**config.mk**
```make
export PLATFORM = sky130hd
export DESIGN_NAME = cgt_clock_tree
export DESIGN_NICKNAME = d
export VERILOG_FILES = /design/src/cgt_pkg.sv /design/src/cgt_clock_tree.sv
export SDC_FILE = /design/constraint.sdc
export NUM_CORES = 1
export LEC_CHECK = 0
export BUFFER_PORTS_ARGS = -buffer_cell sky130_fd_sc_hd__buf_2
export CORE_MARGIN = 2
export CORE_UTILIZATION = 45
export DETAILED_ROUTE_END_ITERATION = 8
export PLACE_DENSITY = 0.68
export SYNTH_ARGS = -nofsm -noshare
export SYNTH_HDL_FRONTEND = slang
export SYNTH_SLANG_ARGS = --single-unit
```
**constraint.sdc**
```tcl
create_clock -name ref_clk -period 5.9 [get_ports ref_clk]
set_clock_uncertainty 0.2 [all_clocks]
set_input_delay 0.59 -clock ref_clk [delete_from_list [all_inputs] [get_ports ref_clk]]
set_output_delay 0.59 -clock ref_clk [all_outputs]
set_load 0.1 [all_outputs]
```
**src/cgt_pkg.sv**
```systemverilog
// Package with register map, field layout, reset values and types of the clock generation tree.
package cgt_pkg;

  // Register byte addresses on the AHB-Lite slave.
  localparam logic [7:0] CGT_LOOP_CTRL_ADDR = 8'h00;
  localparam logic [7:0] CGT_FREQ_SEL_ADDR  = 8'h04;
  localparam logic [7:0] CGT_PORT_F_ADDR    = 8'h08;
  localparam logic [7:0] CGT_POWER_ADDR     = 8'h0C;
  localparam logic [7:0] CGT_STATUS_ADDR    = 8'h10;

  // Loop control register fields.
  localparam int CGT_SYS_SEL_LSB  = 8;
  localparam int CGT_PNL_SEL_LSB  = 11;
  localparam int CGT_FIRST_PRESCALE_SELECT_BIT   = 5;
  localparam int CGT_SECOND_PRESCALE_SELECT_BIT   = 6;
  localparam int CGT_CLKO_EN_BIT  = 4;
  localparam int CGT_LOOP_DIS_BIT = 3;

  // Frequency select register fields.
  localparam int CGT_Q_LSB = 8;
  localparam int CGT_P_LSB = 0;

  // Port F function select: bit 2 routes the shared pin to the port.
  localparam int CGT_PF_CLKO_BIT = 2;

  // Power register: sleep request and burst width.
  localparam int CGT_SLEEP_BIT   = 7;
  localparam int CGT_BURST_LSB   = 0;

  // Reset values.
  localparam logic [15:0] CGT_LOOP_CTRL_RST = 16'h24B3;
  localparam logic [15:0] CGT_FREQ_SEL_RST  = 16'h0347;
  localparam logic [7:0]  CGT_PORT_F_RST    = 8'h87;
  localparam logic [7:0]  CGT_POWER_RST     = 8'h1F;

  // Loop model: multiplier limits and the two crystal rates.
  localparam int          CGT_REF_HZ_A     = 32768;
  localparam int          CGT_REF_HZ_B     = 38400;
  localparam logic [3:0]  CGT_Q_MIN        = 4'h1;
  localparam logic [3:0]  CGT_Q_MAX        = 4'hE;
  localparam logic [15:0] CGT_Q_STEP       = 16'h000E;
  localparam logic [4:0]  CGT_BURST_FULL   = 5'h1F;

  // AHB-Lite transfer type codes.
  localparam logic [1:0] CGT_HTRANS_NONSEQ = 2'b10;

  typedef struct packed {
    logic        sel;
    logic [7:0]  addr;
    logic        write;
  } cgt_ahb_req_t;

  typedef struct packed {
    logic display_dma;
    logic system;
    logic panel;
    logic processor;
    logic first_presc;
  } cgt_clk_en_t;

endpackage : cgt_pkg

```
**src/cgt_clock_tree.sv**
```systemverilog
// Clock generation tree with AHB-Lite control registers.
//
// The implementer's own choices: the AHB-Lite interface to the registers and the address map.
`timescale 1ns/10ps
module cgt_clock_tree
  import cgt_pkg::*;
#(
  parameter int MULT_W = 16
) (
  input  wire logic               ref_clk,
  input  wire logic               nrst,
  input  wire logic               low_freq_ref_clock,
  input  wire logic               hsel,
  input  wire logic [31:0]        haddr,
  input  wire logic [1:0]         htrans,
  input  wire logic               hwrite,
  input  wire logic [2:0]         hsize,
  input  wire logic [31:0]        hwdata,
  input  wire logic               hready,
  output logic      [31:0]        hrdata,
  output logic                    hreadyout,
  output logic                    hresp,
  output cgt_pkg::cgt_clk_en_t    clk_en,
  output logic                    system_clock_out_pin,
  output logic                    system_clock_out_oe,
  output logic      [MULT_W-1:0]  loop_multiplier,
  output logic                    loop_setting_bad
);
  import cgt_pkg::*;

  logic [15:0]  loop_control_reg_q;
  logic [15:0]  loop_freq_select_reg_q;
  logic [7:0]   port_f_function_select_q;
  logic [7:0]   power_q;
  cgt_ahb_req_t req_q;
  logic [2:0]   ref_sync_q;
  logic         ref_level_q;
  logic         ref_seen_q;
  logic [2:0]   pnl_cnt_q;
  logic [2:0]   sys_cnt_q;
  logic         first_prescale_select_q;
  logic         second_prescale_select_q;
  logic [4:0]   burst_cnt_q;
  logic         sys_tgl_q;
  logic [31:0]  rd_word;

  // Multiplier of the loop for the modulus counts p and q.
  function automatic logic [MULT_W-1:0] loop_mult(input logic [7:0] p, input logic [3:0] q);
    logic [15:0] p_term;
    logic [15:0] m;
    p_term    = CGT_Q_STEP * ({8'h00, p} + 16'h0001);
    m         = 16'h0002 * (p_term + {12'h000, q} + 16'h0001);
    loop_mult = MULT_W'(m);
  endfunction : loop_mult

  // A pair of counts outside the range that the loop can lock to.
  function automatic logic setting_bad(input logic [7:0] p, input logic [3:0] q);
    logic q_out;
    logic p_low;
    q_out       = q < CGT_Q_MIN || q > CGT_Q_MAX;
    p_low       = {1'b0, p} < {5'h00, q} + 9'h001;
    setting_bad = q_out || p_low;
  endfunction : setting_bad

  // Last count of a divider: a set top select bit divides by eight, else by 2^sel[1:0].
  function automatic logic div_tick(input logic [2:0] cnt, input logic [2:0] sel);
    logic [2:0] last;
    if (sel[2]) begin
      last = 3'h7;
    end else begin
      last = 3'((4'h1 << sel[1:0]) - 4'h1);
    end
    div_tick = cnt == last;
  endfunction : div_tick

  // Data phase of a write to the register at addr.
  function automatic logic reg_hit(input cgt_ahb_req_t req, input logic [7:0] addr);
    reg_hit = req.sel && req.write && req.addr == addr;
  endfunction : reg_hit

  // Enable chain: a stage pulses only in a cycle in which the stage before it pulses.
  wire logic       bus_take = hsel && hready && htrans == CGT_HTRANS_NONSEQ;
  wire logic [7:0] p_cnt    = loop_freq_select_reg_q[CGT_P_LSB +: 8];
  wire logic [3:0] q_cnt    = loop_freq_select_reg_q[CGT_Q_LSB +: 4];
  wire logic       sleeping = power_q[CGT_SLEEP_BIT];
  wire logic       loop_run = !loop_control_reg_q[CGT_LOOP_DIS_BIT] && !sleeping;
  wire logic [2:0] sys_sel  = loop_control_reg_q[CGT_SYS_SEL_LSB +: 3];
  wire logic [2:0] pnl_sel  = loop_control_reg_q[CGT_PNL_SEL_LSB +: 3];
  wire logic       pr1_tick = loop_run && (first_prescale_select_q || !loop_control_reg_q[CGT_FIRST_PRESCALE_SELECT_BIT]);
  wire logic       dma_tick = pr1_tick && (second_prescale_select_q || !loop_control_reg_q[CGT_SECOND_PRESCALE_SELECT_BIT]);
  wire logic       sys_tick = dma_tick && div_tick(sys_cnt_q, sys_sel);
  wire logic       pnl_tick = dma_tick && div_tick(pnl_cnt_q, pnl_sel);
  wire logic [4:0] burst_w  = power_q[CGT_BURST_LSB +: 5];
  wire logic       proc_gate = burst_w == CGT_BURST_FULL || burst_cnt_q <= burst_w;

  // Address phase capture; the slave is always ready with an OKAY response.
  always_ff @(posedge ref_clk or negedge nrst) begin
    if (!nrst) begin
      req_q <= '0;
    end else if (hready) begin
      req_q <= '{sel: bus_take, addr: haddr[7:0], write: hwrite};
    end
  end

  // Each register takes its word in the data phase of a write to its address.
  always_ff @(posedge ref_clk or negedge nrst) begin
    if (!nrst) begin
      loop_control_reg_q <= CGT_LOOP_CTRL_RST;
    end else if (reg_hit(req_q, CGT_LOOP_CTRL_ADDR)) begin
      loop_control_reg_q <= hwdata[15:0];
    end
  end

  always_ff @(posedge ref_clk or negedge nrst) begin
    if (!nrst) begin
      loop_freq_select_reg_q <= CGT_FREQ_SEL_RST;
    end else if (reg_hit(req_q, CGT_FREQ_SEL_ADDR)) begin
      loop_freq_select_reg_q <= hwdata[15:0];
    end
  end

  always_ff @(posedge ref_clk or negedge nrst) begin
    if (!nrst) begin
      port_f_function_select_q <= CGT_PORT_F_RST;
    end else if (reg_hit(req_q, CGT_PORT_F_ADDR)) begin
      port_f_function_select_q <= hwdata[7:0];
    end
  end

  always_ff @(posedge ref_clk or negedge nrst) begin
    if (!nrst) begin
      power_q <= CGT_POWER_RST;
    end else if (reg_hit(req_q, CGT_POWER_ADDR)) begin
      power_q <= hwdata[7:0];
    end
  end

  // Read mux; the status word carries the multiplier, the reference flag and the range flag.
  always_comb begin
    case (haddr[7:0])
      CGT_LOOP_CTRL_ADDR: rd_word = {16'h0000, loop_control_reg_q};
      CGT_FREQ_SEL_ADDR:  rd_word = {16'h0000, loop_freq_select_reg_q};
      CGT_PORT_F_ADDR:    rd_word = {24'h000000, port_f_function_select_q};
      CGT_POWER_ADDR:     rd_word = {24'h000000, power_q};
      CGT_STATUS_ADDR:    rd_word = {14'h0000, loop_setting_bad, ref_seen_q, 16'(loop_multiplier)};
      default:            rd_word = 32'h0000_0000;
    endcase
  end

  always_ff @(posedge ref_clk or negedge nrst) begin
    if (!nrst) begin
      hrdata <= 32'h0000_0000;
    end else if (bus_take && !hwrite) begin
      hrdata <= rd_word;
    end
  end

  // The slave never inserts wait states and always answers OKAY.
  always_ff @(posedge ref_clk or negedge nrst) begin
    if (!nrst) begin
      hreadyout <= 1'b0;
    end else begin
      hreadyout <= 1'b1;
    end
  end

  always_ff @(posedge ref_clk or negedge nrst) begin
    if (!nrst) begin
      hresp <= 1'b0;
    end else begin
      hresp <= 1'b0;
    end
  end

  // The crystal reference runs in every mode and is only watched here. A level counts once
  // the second and third stages agree, so one slow edge is taken only once.
  always_ff @(posedge ref_clk or negedge nrst) begin
    if (!nrst) begin
      ref_sync_q <= 3'h0;
    end else begin
      ref_sync_q <= {ref_sync_q[1:0], low_freq_ref_clock};
    end
  end

  always_ff @(posedge ref_clk or negedge nrst) begin
    if (!nrst) begin
      ref_level_q <= 1'b0;
    end else if (ref_sync_q[1] == ref_sync_q[2]) begin
      ref_level_q <= ref_sync_q[2];
    end
  end

  always_ff @(posedge ref_clk or negedge nrst) begin
    if (!nrst) begin
      ref_seen_q <= 1'b0;
    end else if (ref_sync_q[1] == ref_sync_q[2] && ref_sync_q[2] != ref_level_q) begin
      ref_seen_q <= 1'b1;
    end
  end

  // Multiplier and its legal range follow the frequency select register.
  always_ff @(posedge ref_clk or negedge nrst) begin
    if (!nrst) begin
      loop_multiplier <= '0;
    end else begin
      loop_multiplier <= loop_mult(p_cnt, q_cnt);
    end
  end

  always_ff @(posedge ref_clk or negedge nrst) begin
    if (!nrst) begin
      loop_setting_bad <= 1'b0;
    end else begin
      loop_setting_bad <= setting_bad(p_cnt, q_cnt);
    end
  end

  // Prescalers divide by one or two in the loop clock domain, modelled as enables.
  always_ff @(posedge ref_clk or negedge nrst) begin
    if (!nrst) begin
      first_prescale_select_q <= 1'b0;
    end else if (loop_run) begin
      first_prescale_select_q <= !first_prescale_select_q;
    end
  end

  always_ff @(posedge ref_clk or negedge nrst) begin
    if (!nrst) begin
      second_prescale_select_q <= 1'b0;
    end else if (pr1_tick) begin
      second_prescale_select_q <= !second_prescale_select_q;
    end
  end

  // Output dividers of the display DMA clock; a new select is compared from the next DMA tick on, but a count past the new last runs on to a wrap first.
  always_ff @(posedge ref_clk or negedge nrst) begin
    if (!nrst) begin
      sys_cnt_q <= 3'h0;
    end else if (dma_tick) begin
      sys_cnt_q <= div_tick(sys_cnt_q, sys_sel) ? 3'h0 : sys_cnt_q + 3'h1;
    end
  end

  always_ff @(posedge ref_clk or negedge nrst) begin
    if (!nrst) begin
      pnl_cnt_q <= 3'h0;
    end else if (dma_tick) begin
      pnl_cnt_q <= div_tick(pnl_cnt_q, pnl_sel) ? 3'h0 : pnl_cnt_q + 3'h1;
    end
  end

  // Processor gets a burst of the system clock out of every 32 system ticks.
  always_ff @(posedge ref_clk or negedge nrst) begin
    if (!nrst) begin
      burst_cnt_q <= 5'h00;
    end else if (sys_tick) begin
      burst_cnt_q <= burst_cnt_q + 5'h01;
    end
  end

  // One registered enable per generated clock; all of them idle while the loop is stopped.
  always_ff @(posedge ref_clk or negedge nrst) begin
    if (!nrst) begin
      clk_en <= '0;
    end else begin
      clk_en.first_presc <= pr1_tick;
      clk_en.display_dma <= dma_tick;
      clk_en.system      <= sys_tick;
      clk_en.panel       <= pnl_tick;
      clk_en.processor   <= sys_tick && proc_gate;
    end
  end

  // The pin shows a square wave toggling on each system tick.
  always_ff @(posedge ref_clk or negedge nrst) begin
    if (!nrst) begin
      sys_tgl_q <= 1'b0;
    end else if (sys_tick) begin
      sys_tgl_q <= !sys_tgl_q;
    end
  end

  // The pin copies the toggle one cycle later so that it comes straight from a flip-flop.
  always_ff @(posedge ref_clk or negedge nrst) begin
    if (!nrst) begin
      system_clock_out_pin <= 1'b0;
      system_clock_out_oe  <= 1'b0;
    end else begin
      system_clock_out_pin <= sys_tgl_q;
      system_clock_out_oe  <= loop_control_reg_q[CGT_CLKO_EN_BIT] &&
                              !port_f_function_select_q[CGT_PF_CLKO_BIT];
    end
  end

endmodule : cgt_clock_tree

```
==> flow_summary_export.csv, run 1 <==
group,metric,value,unit
route,drtIter0Drc,197,
synth,yosys_most_used_dff,"dfrtp_1",
place,hpwlAfterDp,10.2,mm
clock_tree,clock_path_buffers,2,
route,via_count,4377,
grt,grt_overflow_total,0,
final_layout,final_util,0.534,
synth,yosys_warnings,0,
timing,worstMarginPinSlew,0.979,ns
clock_tree,root_buffer,"clkbuf_16",
synth,synth_edf_count,0,
clock_tree,cts.sinks,118,
setup_path,crit_arrival,4.03,ns
grt,grt_usage,0.189,
timing,rsz0062_at_grt,"no",
synth,ys_seq_area_frac,0.466,
place,gp_congestion,0.836,
power_and_ir_drop,irDropWorstVdd,0.220,mV
die,die_h,123,um
route,wl_per_cell,16.9,um
timing,hold_slack,0.00507,ns
die,die_area,15200,um2
setup_path,path_max_fanout,9,
route,antenna_left,0,
die,core,13900,um2
final_layout,final_common_cell,"dfrtp_1",
timing,timing.final.crit_share,0.669,
grt,antenna_found_initial,0,
timing,setup_viol,0,
power_and_ir_drop,p_per_area,398,nW/um2
final_layout,final_nets,745,
timing,relSlewSlack,0.345,
synth,yosys.area.top_type,"dfrtp_1",
setup_path,reg2reg_slack,1.95,ns
status,status,"finished clean",
clock_tree,cts_hold_buf,0,
grt,grt_pass1_vias,4303,
timing,setup_tns,0,ns
setup_path,start_kind,"register",
die,die_w,123,um
final_layout,diodes,0,
setup_path,end_kind,"register",
synth,syn_inst,555,
grt,grt_max_degree,69,
clock_tree,cts_tree,"yes",
clock_tree,cts_htree_levels,4,
setup_path,ff2ff_path_depth,15,
clock_tree,clkSlewWorstSetupHoldPaths,0.05,ns
die,initial_core_util,0.461,
synth,avgSynthCellArea,11.5,um2
setup_path,r2r_end,"loop_multiplier[13]",
power_and_ir_drop,total_power,2.95,mW
timing,period_minus_slack,3.95,ns
setup_path,critPathKind,"reg -> reg",
timing,final_max_slew_viol_count,0,
final_layout,area_growth,15.8,%
synth,async_flop_share,1.00,
power_and_ir_drop,leakage,3.49,nW
worst_hold_path,min_path_type,"in -> async",
grt,grt_pass1_wl,21.8,mm
timing,final-hold-violation-count,0,
die,rows,43,
route,routed_via_density,5.31,
synth,synth_area,6400,um2
clock_tree,worstSkewPairLatency,0.41,ns
setup_path,r2r-start,"loop_freq_select_reg_q[0]",
route,drc_errors,0,
clock_tree,cts_buffers,17,
setup_path,crit_start,"loop_freq_select_reg_q[0]",
clock_tree,post-cts-setup-buffer-count,0,
synth,synth.top_cell.area_share,0.375,
synth,synthTopCellsByArea,"dfrtp_1 38%, mux2_2 9.3%, dfstp_2 9.0%, ha_1 7.0%, mux4_2 2.8%",
route,totalWireLength,14.0,mm
final_layout,drive_above_1_share,0.313,
clock_tree,post_cts_resized,0,
final_layout,final_cell_mix,"96 x dfrtp_1, 71 x buf_2, 53 x mux2_2",
route,firstDrtPassIters,4,
synth,synthDistinctLibCells,67,
synth,ys_ff_latch,118,
place,port-buffer-count,72,
setup_path,cp.required,5.98,ns
timing,max_freq,253,MHz
run,cap_violations,0,
die,ios,133,
cell usage after synthesis (all sizes together), types with 3 or more instances:
library cell  number
dfrtp             96
ha                36
and3b              4
nor2              18
a21o               3
xor2              18
mux4               8
buf               25
o21bai             6
inv               22
and3               5
dfstp             22
nor4               8
nor3               4
nand4              6
nand3             22
nand2             48
nor2b              8
nand3b             3
o21ai             27
and2b              3
mux2i              8
o21a               7
clkbuf             6
mux2              59
nand2b             5
xnor2             20
a21oi             25
o211ai             6
logic make-up after synthesis:
| group | after synthesis | synth area share |
|---|---|---|
| simple gates | 145 | 0.123 |
| flops | 118 | 0.466 |
| compound gates | 85 | 0.0890 |
| mux | 75 | 0.145 |
| buf+inv | 53 | 0.0450 |
| fa+ha+maj | 39 | 0.0782 |
| xor+xnor | 38 | 0.0532 |
| other cells | 2 | 0.00117 |
sequential cells by signal (all words and copies together) (netlist names):
register / flops
pnl_cnt_q: 3
loop_freq_select_reg_q: 16
hrdata: 18
power_q: 8
first_prescale_select_q: 1
burst_cnt_q: 5
sys_tgl_q: 1
port_f_function_select_q: 8
system_clock_out_oe: 1
ref_level_q: 1
hreadyout: 1
loop_control_reg_q: 16
ref_sync_q: 3
clk_en: 5
sys_cnt_q: 3
loop_setting_bad: 1
loop_multiplier: 14
second_prescale_select_q: 1
ref_seen_q: 1
system_clock_out_pin: 1
req_q: 10
stage by stage:
| step | std cells | area, um2 | worst slack, ns |
|---|---|---|---|
| 6_report | 825 | 7410 | 1.95 |
| 5_1_grt | 825 | 7410 | 1.59 |
| 4_1_cts | 825 | 7410 | 1.95 |
| 3_5_place_dp | 793 | 6850 | 1.98 |
| 3_3_place_gp | 793 | 6850 | 2.07 |
| 2_1_floorplan | 571 | 6460 | 2.32 |
area by class of cell:
class,instances,area [um2]
Inverter,22,82.6
Sequential cell,118,2980
Multi-Input combinational cell,400,3190
Fill cell,1153,6470
Tap cell,180,225
Timing Repair Buffer,73,370
Clock inverter,4,45.0
Clock buffer,28,517
layer usage:
metal,share of wire,global-route usage,vias to the layer above
li1,-,-,2091
met3,0.044,0.0461,15
met5,0,0,-
met2,0.49,0.314,105
met1,0.45,0.240,2166
met4,0.017,0.0661,0
critical path, cell delays in order, from the launching register on:
cell and delay (ns):
dfstp_2 0.63, ha_1 0.21, nand3_1 0.11, nor2_1 0.19, xnor2_1 0.23, inv_1 0.14, xnor2_1 0.15, ha_1 0.20
o21bai_1 0.16, ha_1 0.44, and3b_1 0.21, a31oi_1 0.14, o21ai_0 0.12, o311ai_1 0.31, and4b_1 0.25, xnor2_1 0.12
worst max-delay path by stage:
stage / slack, ns / end
6_report: 1.95 / loop_multiplier[13]
5_1_grt: 1.59 / loop_multiplier[13]
4_1_cts: 1.95 / loop_multiplier[13]
3_5_place_dp: 1.98 / loop_multiplier[13]
3_3_place_gp: 2.07 / loop_multiplier[13]
2_1_floorplan: 2.32 / loop_multiplier[13]
power by group:
part           switching (mW)  internal (mW)
logic                   0.713          0.255
clock network           0.337          0.633
registers              0.0903          0.925
total                    1.14           1.81
No activity file was read; power rests on OpenSTA's default activity.
==> run 2, diff against run 1 <==
- ABC_AREA: unset -> 1
- PLACE_DENSITY: 0.68 -> 0.67
- clock period: 5.9 -> 3.7 ns (I/O delays scaled with it)
==> flow_summary_export.csv, run 2 <==
group,metric,value,unit
status,status,"finished clean",
place,dp_cells,1039,
worst_hold_path,min_path_type,"in -> reg",
grt,grt_overflow_total,0,
grt,antenna_found_initial,0,
clock_tree,cts_htree_levels,4,
grt,grt_pass1_wl,25.8,mm
timing,final_max_slew_viol_count,0,
power_and_ir_drop,leakage,4.40,nW
final_layout,multiInputGateArea,3080,um2
synth,yosys_warnings,0,
clock_tree,root_buffer,"clkbuf_16",
final_layout,final_common_cell,"nand2_1",
synth,ys_seq_area_frac,0.454,
synth,yosys_most_used_dff,"dfrtp_1",
synth,synth_edf_count,0,
final_layout,top_regs,"hrdata x18, loop_control_reg_q x16, loop_freq_select_reg_q x16",
timing,max_freq,294,MHz
final_layout,final_cell_mix,"217 x nand2_1, 100 x inv_1, 96 x dfrtp_1",
final_layout,final_area,7790,um2
setup_path,crit_arrival,3.50,ns
clock_tree,clock_path_buffers,2,
final_layout,final_nets,996,
route,wl_met1,6.95,mm
clock_tree,cts_buffers,17,
setup_path,cp_slowest_stage_delay,0.62,ns
clock_tree,clkSlewWorstSetupHoldPaths,0.06,ns
route,antenna_left,0,
final_layout,finalNonFillerCells,1080,
final_layout,n_fill_cell,1313,
route,routed_via_density,4.89,
place,gp_congestion,0.849,
route,met3WireLength,511,um
setup_path,end_kind,"register",
power_and_ir_drop,seq_power_share,0.299,
place,port-buffer-count,72,
route,via_count,5282,
setup_path,path_max_fanout,6,
route,drtIter0Drc,300,
power_and_ir_drop,clockPowerShare,0.315,
final_layout,regMostFlops,"hrdata",
grt,grt_pass1_vias,5225,
setup_path,cp.required,3.80,ns
setup_path,critical_path.slowest_cell,"dfstp_2",
die,ios,133,
synth,avgSynthCellArea,8.28,um2
final_layout,drive_above_1_share,0.198,
die,die_area,15600,um2
timing,final-hold-violation-count,0,
route,wl_per_cell,14.0,um
place,place_ws,0.174,ns
synth,synth_area,6560,um2
die,rows,44,
route,routed.top_layer,"met4",
route,firstDrtPassIters,5,
grt,grt_max_degree,63,
synth,synthDistinctLibCells,42,
setup_path,cp_common_cell,"nand2_1",
synth,syn_inst,793,
synth,synthTopCellsByCount,"218 x nand2_1, 100 x inv_1, 96 x dfrtp_1, 75 x o21ai_0, 53 x nand3_1",
setup_path,start_kind,"register",
timing,worstMarginPinSlew,1.04,ns
place,place_area,7070,um2
synth,ys_ff_latch,118,
timing,period_minus_slack,3.40,ns
grt,grt_usage,0.205,
synth,yosys.area.top_type,"dfrtp_1",
power_and_ir_drop,p_per_area,659,nW/um2
power_and_ir_drop,netSwitchingPower,2.13,mW
place,hpwlAfterDp,10.8,mm
power_and_ir_drop,comb_power_share,0.385,
die,die_h,125,um
power_and_ir_drop,internal_power,3.00,mW
setup_path,critPathKind,"reg -> reg",
timing,setup_viol,0,
timing,relSlewSlack,0.307,
synth,synth_most_common_cell,"nand2_1",
clock_tree,worstSkewPairLatency,0.41,ns
final_layout,diodes,0,
clock_tree,cts_tree,"yes",
timing,timing.final.crit_share,0.919,
die,initial_core_util,0.457,
synth,async_flop_share,1.00,
timing,rsz0062_at_grt,"yes",
power_and_ir_drop,swShare,0.416,
final_layout,area_growth,18.7,%
route,totalWireLength,15.1,mm
synth,synth.top_cell.area_share,0.366,
final_layout,largest_reg_flops,18,
die,core,14400,um2
setup_path,critical_path.cell_chain,"ha_4 > nand3_4 > nor3_4 > xor2_4 > xnor2_1 > inv_1 > ha_1 > a21o_1 > ha_2 > nand2_1 > inv_1 > a21oi_1 > nand2_1 > nand2_1 > nand2_2 > nor2_2 > nand2_1 > nand2_1 > nand2_1",
route,drc_errors,0,
clock_tree,cts.sinks,118,
run,cap_violations,0,
timing,layout_setup_ws,0.301,ns
final_layout,seq_area,2980,um2
synth,synthTopCellsByArea,"dfrtp_1 37%, nand2_1 12%, dfstp_2 8.8%, ha_1 6.9%, inv_1 5.7%",
power_and_ir_drop,irDropWorstVdd,0.347,mV
route,routed-wl-met2,7.37,mm
die,die_w,125,um
## run 2: changes by cell type after synthesis, sizes merged, moves of 10 or more
cell   delta
inv      +85
nand2   +173
nand3    +34
xnor2    -10
mux2     -58
a21oi    -11
nor2     +27
o21ai    +58
## run 2: final cells by class
class                           count  area share
Clock inverter                     14      0.0196
Sequential cell                   118       0.383
Timing Repair Buffer               89      0.0649
Inverter                          108      0.0520
Multi-Input combinational cell    549       0.395
Tap cell                          184      0.0296
Clock buffer                       18      0.0564
## run 2: path summary, 6_finish.rpt
path                            cells past startpoint                      start                   endpoint  slack (ns)
worst max-delay path                               19  loop_freq_select_reg_q[0]        loop_multiplier[12]        0.30
worst min-delay path                                3                   haddr[0]                   req_q[1]       0.004
worst max register to register                     19  loop_freq_select_reg_q[0]        loop_multiplier[12]        0.30
worst min register to register                      0              ref_sync_q[0]              ref_sync_q[1]        0.15
max in group asynchronous                           3                       nrst  loop_freq_select_reg_q[9]        2.04
min in group asynchronous                           2                       nrst                   req_q[7]        0.39
## run 2: cell families after synthesis
| logic type | Yosys count | synth area share |
|---|---|---|
| AOI/OAI and AO/OA | 111 | 0.0896 |
| xor gates and xnor gates | 37 | 0.0534 |
| adders and majority gates | 38 | 0.0747 |
| buffers and inverters | 142 | 0.0934 |
| DFF | 118 | 0.454 |
| muxes | 1 | 0.00172 |
| other | 2 | 0.00114 |
| and+or+nand+nor | 344 | 0.232 |
## run 2: power by group through the flow
stage	Sequential [mW]	Clock, mW	Combinational [mW]
2_1_floorplan	2.04	0	1.06
4_1_cts	1.53	1.64	1.91
3_5_place_dp	1.55	0	1.90
5_1_grt	1.55	1.70	2.21
6_report	1.54	1.62	1.98
3_3_place_gp	1.55	0	1.88
## run 2: repair_timing
| action | 4_1_cts | 5_1_grt |
|---|---|---|
| buffers inserted | 0 | 3 |
| gates resized for setup | 0 | 9 |
| endpoints found under the setup margin | 0 | 5 |
| hold buffers | 6 | 0 |
| endpoints found under the hold margin | 46 | 0 |
## run 2: stage by stage
stage               utilization  TNS, ns  power [mW]  hold WS (ns)
global route              0.542  -0.0207        5.46        0.0274
floorplan                     -        0        3.09        -0.126
finish                    0.542        0        5.13       0.00438
detailed placement        0.492        0        3.45         0.139
CTS                       0.537        0        5.08       0.00109
global placement          0.492        0        3.43         0.135
## run 2: metal layers
layer / vias to the layer above / global-route usage
li1: 2667 / -
met1: 2497 / 0.272
met2: 103 / 0.344
met3: 15 / 0.0352
met4: 0 / 0.0608
met5: - / 0
## run 2: critical path, delay by kind of cell (launching register included)
family | cells | cell delay, ns
xor gates and xnor gates | 2 | 0.37
DFF | 1 | 0.62
AOI/OAI and AO/OA | 2 | 0.33
adders and majority gates | 3 | 0.67
and+or+nand+nor | 10 | 0.97
buffers and inverters | 2 | 0.12
==> run 3, diff against run 2 <==
- CORE_UTILIZATION: 45 -> 55
- PLACE_DENSITY: 0.67 -> 0.8
==> flow_summary_export.csv, run 3 (synthesis gave the netlist of run 2 again) <==
group,metric,value,unit
status,status,"finished with violations",
status,violations,"DRC",
route,antenna_left,0,
clock_tree,cts_tree,"yes",
route,drc_errors,6,
setup_path,critical_path.cell_chain,"ha_4 > nand3_4 > nor3_4 > xor2_4 > buf_4 > buf_4 > ha_1 > ha_1 > nand2_1 > inv_1 > nand3_1 > nand2_1 > nand2_1 > nand2_1 > nand2_1 > nor2_1 > nand2_1 > nand2_1 > nand2_1",
worst_hold_path,hp-start,"hwdata[13]",
clock_tree,root_buffer,"clkbuf_16",
timing,max_freq,288,MHz
grt,grt_max_degree,75,
route,totalWireLength,14.9,mm
final_layout,final_nets,995,
power_and_ir_drop,p_per_area,657,nW/um2
die,rows,39,
setup_path,r2r-start,"loop_freq_select_reg_q[0]",
power_and_ir_drop,internal_power,2.98,mW
worst_hold_path,min_path_type,"in -> reg",
clock_tree,cts_htree_levels,4,
power_and_ir_drop,swShare,0.413,
setup_path,crit_arrival,3.56,ns
grt,grt_pass1_wl,24.9,mm
clock_tree,cts.sinks,118,
power_and_ir_drop,leakage,4.38,nW
final_layout,final_common_cell,"nand2_1",
die,die_area,12800,um2
clock_tree,worstSkewPairLatency,0.41,ns
timing,layout_setup_ws,0.232,ns
timing,worstMarginPinSlew,1.00,ns
route,drtIter0Drc,496,
route,routed_via_density,5.22,
setup_path,start_kind,"register",
run,cap_violations,0,
power_and_ir_drop,netSwitchingPower,2.09,mW
timing,period_minus_slack,3.47,ns
route,firstDrtPassIters,7,
place,gp_congestion,0.866,
setup_path,end_kind,"register",
grt,grt_overflow_total,0,
final_layout,final_area,7720,um2
setup_path,cp_common_cell,"nand2_1",
clock_tree,clkSlewWorstSetupHoldPaths,0.05,ns
clock_tree,clock_path_buffers,2,
clock_tree,cts_buffers,17,
route,via_count,5418,
timing,setup_tns,0,ns
timing,final_max_slew_viol_count,0,
power_and_ir_drop,comb_power_share,0.394,
timing,timing.final.crit_share,0.937,
place,place_ws,0.170,ns
timing,relSlewSlack,0.332,
power_and_ir_drop,irDropWorstVdd,0.560,mV
grt,antenna_found_initial,0,
place,place_area,7000,um2
die,ios,133,
timing,final-hold-violation-count,0,
final_layout,diodes,0,
setup_path,cp_slowest_stage_delay,0.60,ns
place,hpwlAfterDp,10.6,mm
route,wl_per_cell,14.4,um
grt,grt_usage,0.245,
final_layout,largest_reg_flops,18,
timing,setup_viol,0,
final_layout,regMostFlops,"hrdata",
final_layout,drive_above_1_share,0.195,
timing,hold_slack,0.00971,ns
place,port-buffer-count,72,
die,core,11500,um2
final_layout,area_growth,17.6,%
setup_path,critical_path.slowest_cell,"dfstp_2",
die,die_h,113,um
setup_path,path_max_fanout,5,
final_layout,final_cell_mix,"217 x nand2_1, 99 x inv_1, 96 x dfrtp_1",
die,initial_core_util,0.570,
grt,grt_pass1_vias,5166,
setup_path,crit_start,"loop_freq_select_reg_q[0]",
final_layout,n_fill_cell,894,
power_and_ir_drop,clockPowerShare,0.303,
die,die_w,113,um
final_layout,top_regs,"hrdata x18, loop_control_reg_q x16, loop_freq_select_reg_q x16",
setup_path,critPathKind,"reg -> reg",
power_and_ir_drop,seq_power_share,0.303,
setup_path,cp.required,3.80,ns
run 3: critical path, delay by kind of cell, from the launching register on:
| family | cells | cell delay [ns] |
|---|---|---|
| simple gates | 12 | 1.22 |
| fa+ha+maj | 3 | 0.87 |
| flops | 1 | 0.60 |
| buf+inv | 3 | 0.35 |
| xor+xnor | 1 | 0.12 |
run 3: cell type report:
type                    instances  area (um2)  share of cell area
flip-flops and latches        118        2980               0.386
clock inverters                 8        73.8             0.00957
inverters                     108         409              0.0530
clock buffers                  23         488              0.0632
multi-input cells             549        3080               0.399
well taps                     143         179              0.0232
repair buffers                 88         510              0.0662
run 3: final timing paths:
| path | end | slack, ns | cells after the start |
|---|---|---|---|
| worst max-delay path | loop_multiplier[12] | 0.23 | 19 |
| worst min-delay path | loop_control_reg_q[13] | 0.01 | 3 |
| worst max register to register | loop_multiplier[12] | 0.23 | 19 |
| worst min register to register | ref_sync_q[1] | 0.15 | 0 |
| max in group asynchronous | loop_control_reg_q[10] | 2.19 | 3 |
| min in group asynchronous | req_q[7] | 0.32 | 2 |
run 3: timing repair:
action / CTS / global route
hold buffers: 6 / 0
endpoints found under the hold margin: 31 / 0
resized for setup: 0 / 10
setup buffers: 0 / 6
endpoints found under the setup margin: 0 / 4
run 3: layer usage:
metal  track usage  wire, um  part of all wire  vias up
met3        0.0418       689             0.046       28
met1         0.327      6700              0.45     2572
met2         0.408      7220              0.48      162
met5             0         0                 0        -
met4        0.0862       295             0.020        0
li1              -         -                 -     2656
run 3: power by group through the flow:
stage / combinational (mW) / sequential (mW) / clock, mW
finish: 2.00 / 1.54 / 1.54
global route: 2.22 / 1.55 / 1.61
CTS: 1.92 / 1.53 / 1.54
detailed placement: 1.91 / 1.55 / 0
global placement: 1.87 / 1.55 / 0
floorplan: 1.06 / 2.04 / 0
run 3: metrics by stage:
| stage | power (mW) | instances | utilization |
|---|---|---|---|
| 2_1_floorplan | 3.09 | 809 | - |
| 3_3_place_gp | 3.42 | 994 | 0.608 |
| 3_5_place_dp | 3.46 | 994 | 0.608 |
| 4_1_cts | 4.99 | 1031 | 0.662 |
| 5_1_grt | 5.37 | 1037 | 0.670 |
| 6_report | 5.07 | 1037 | 0.670 |
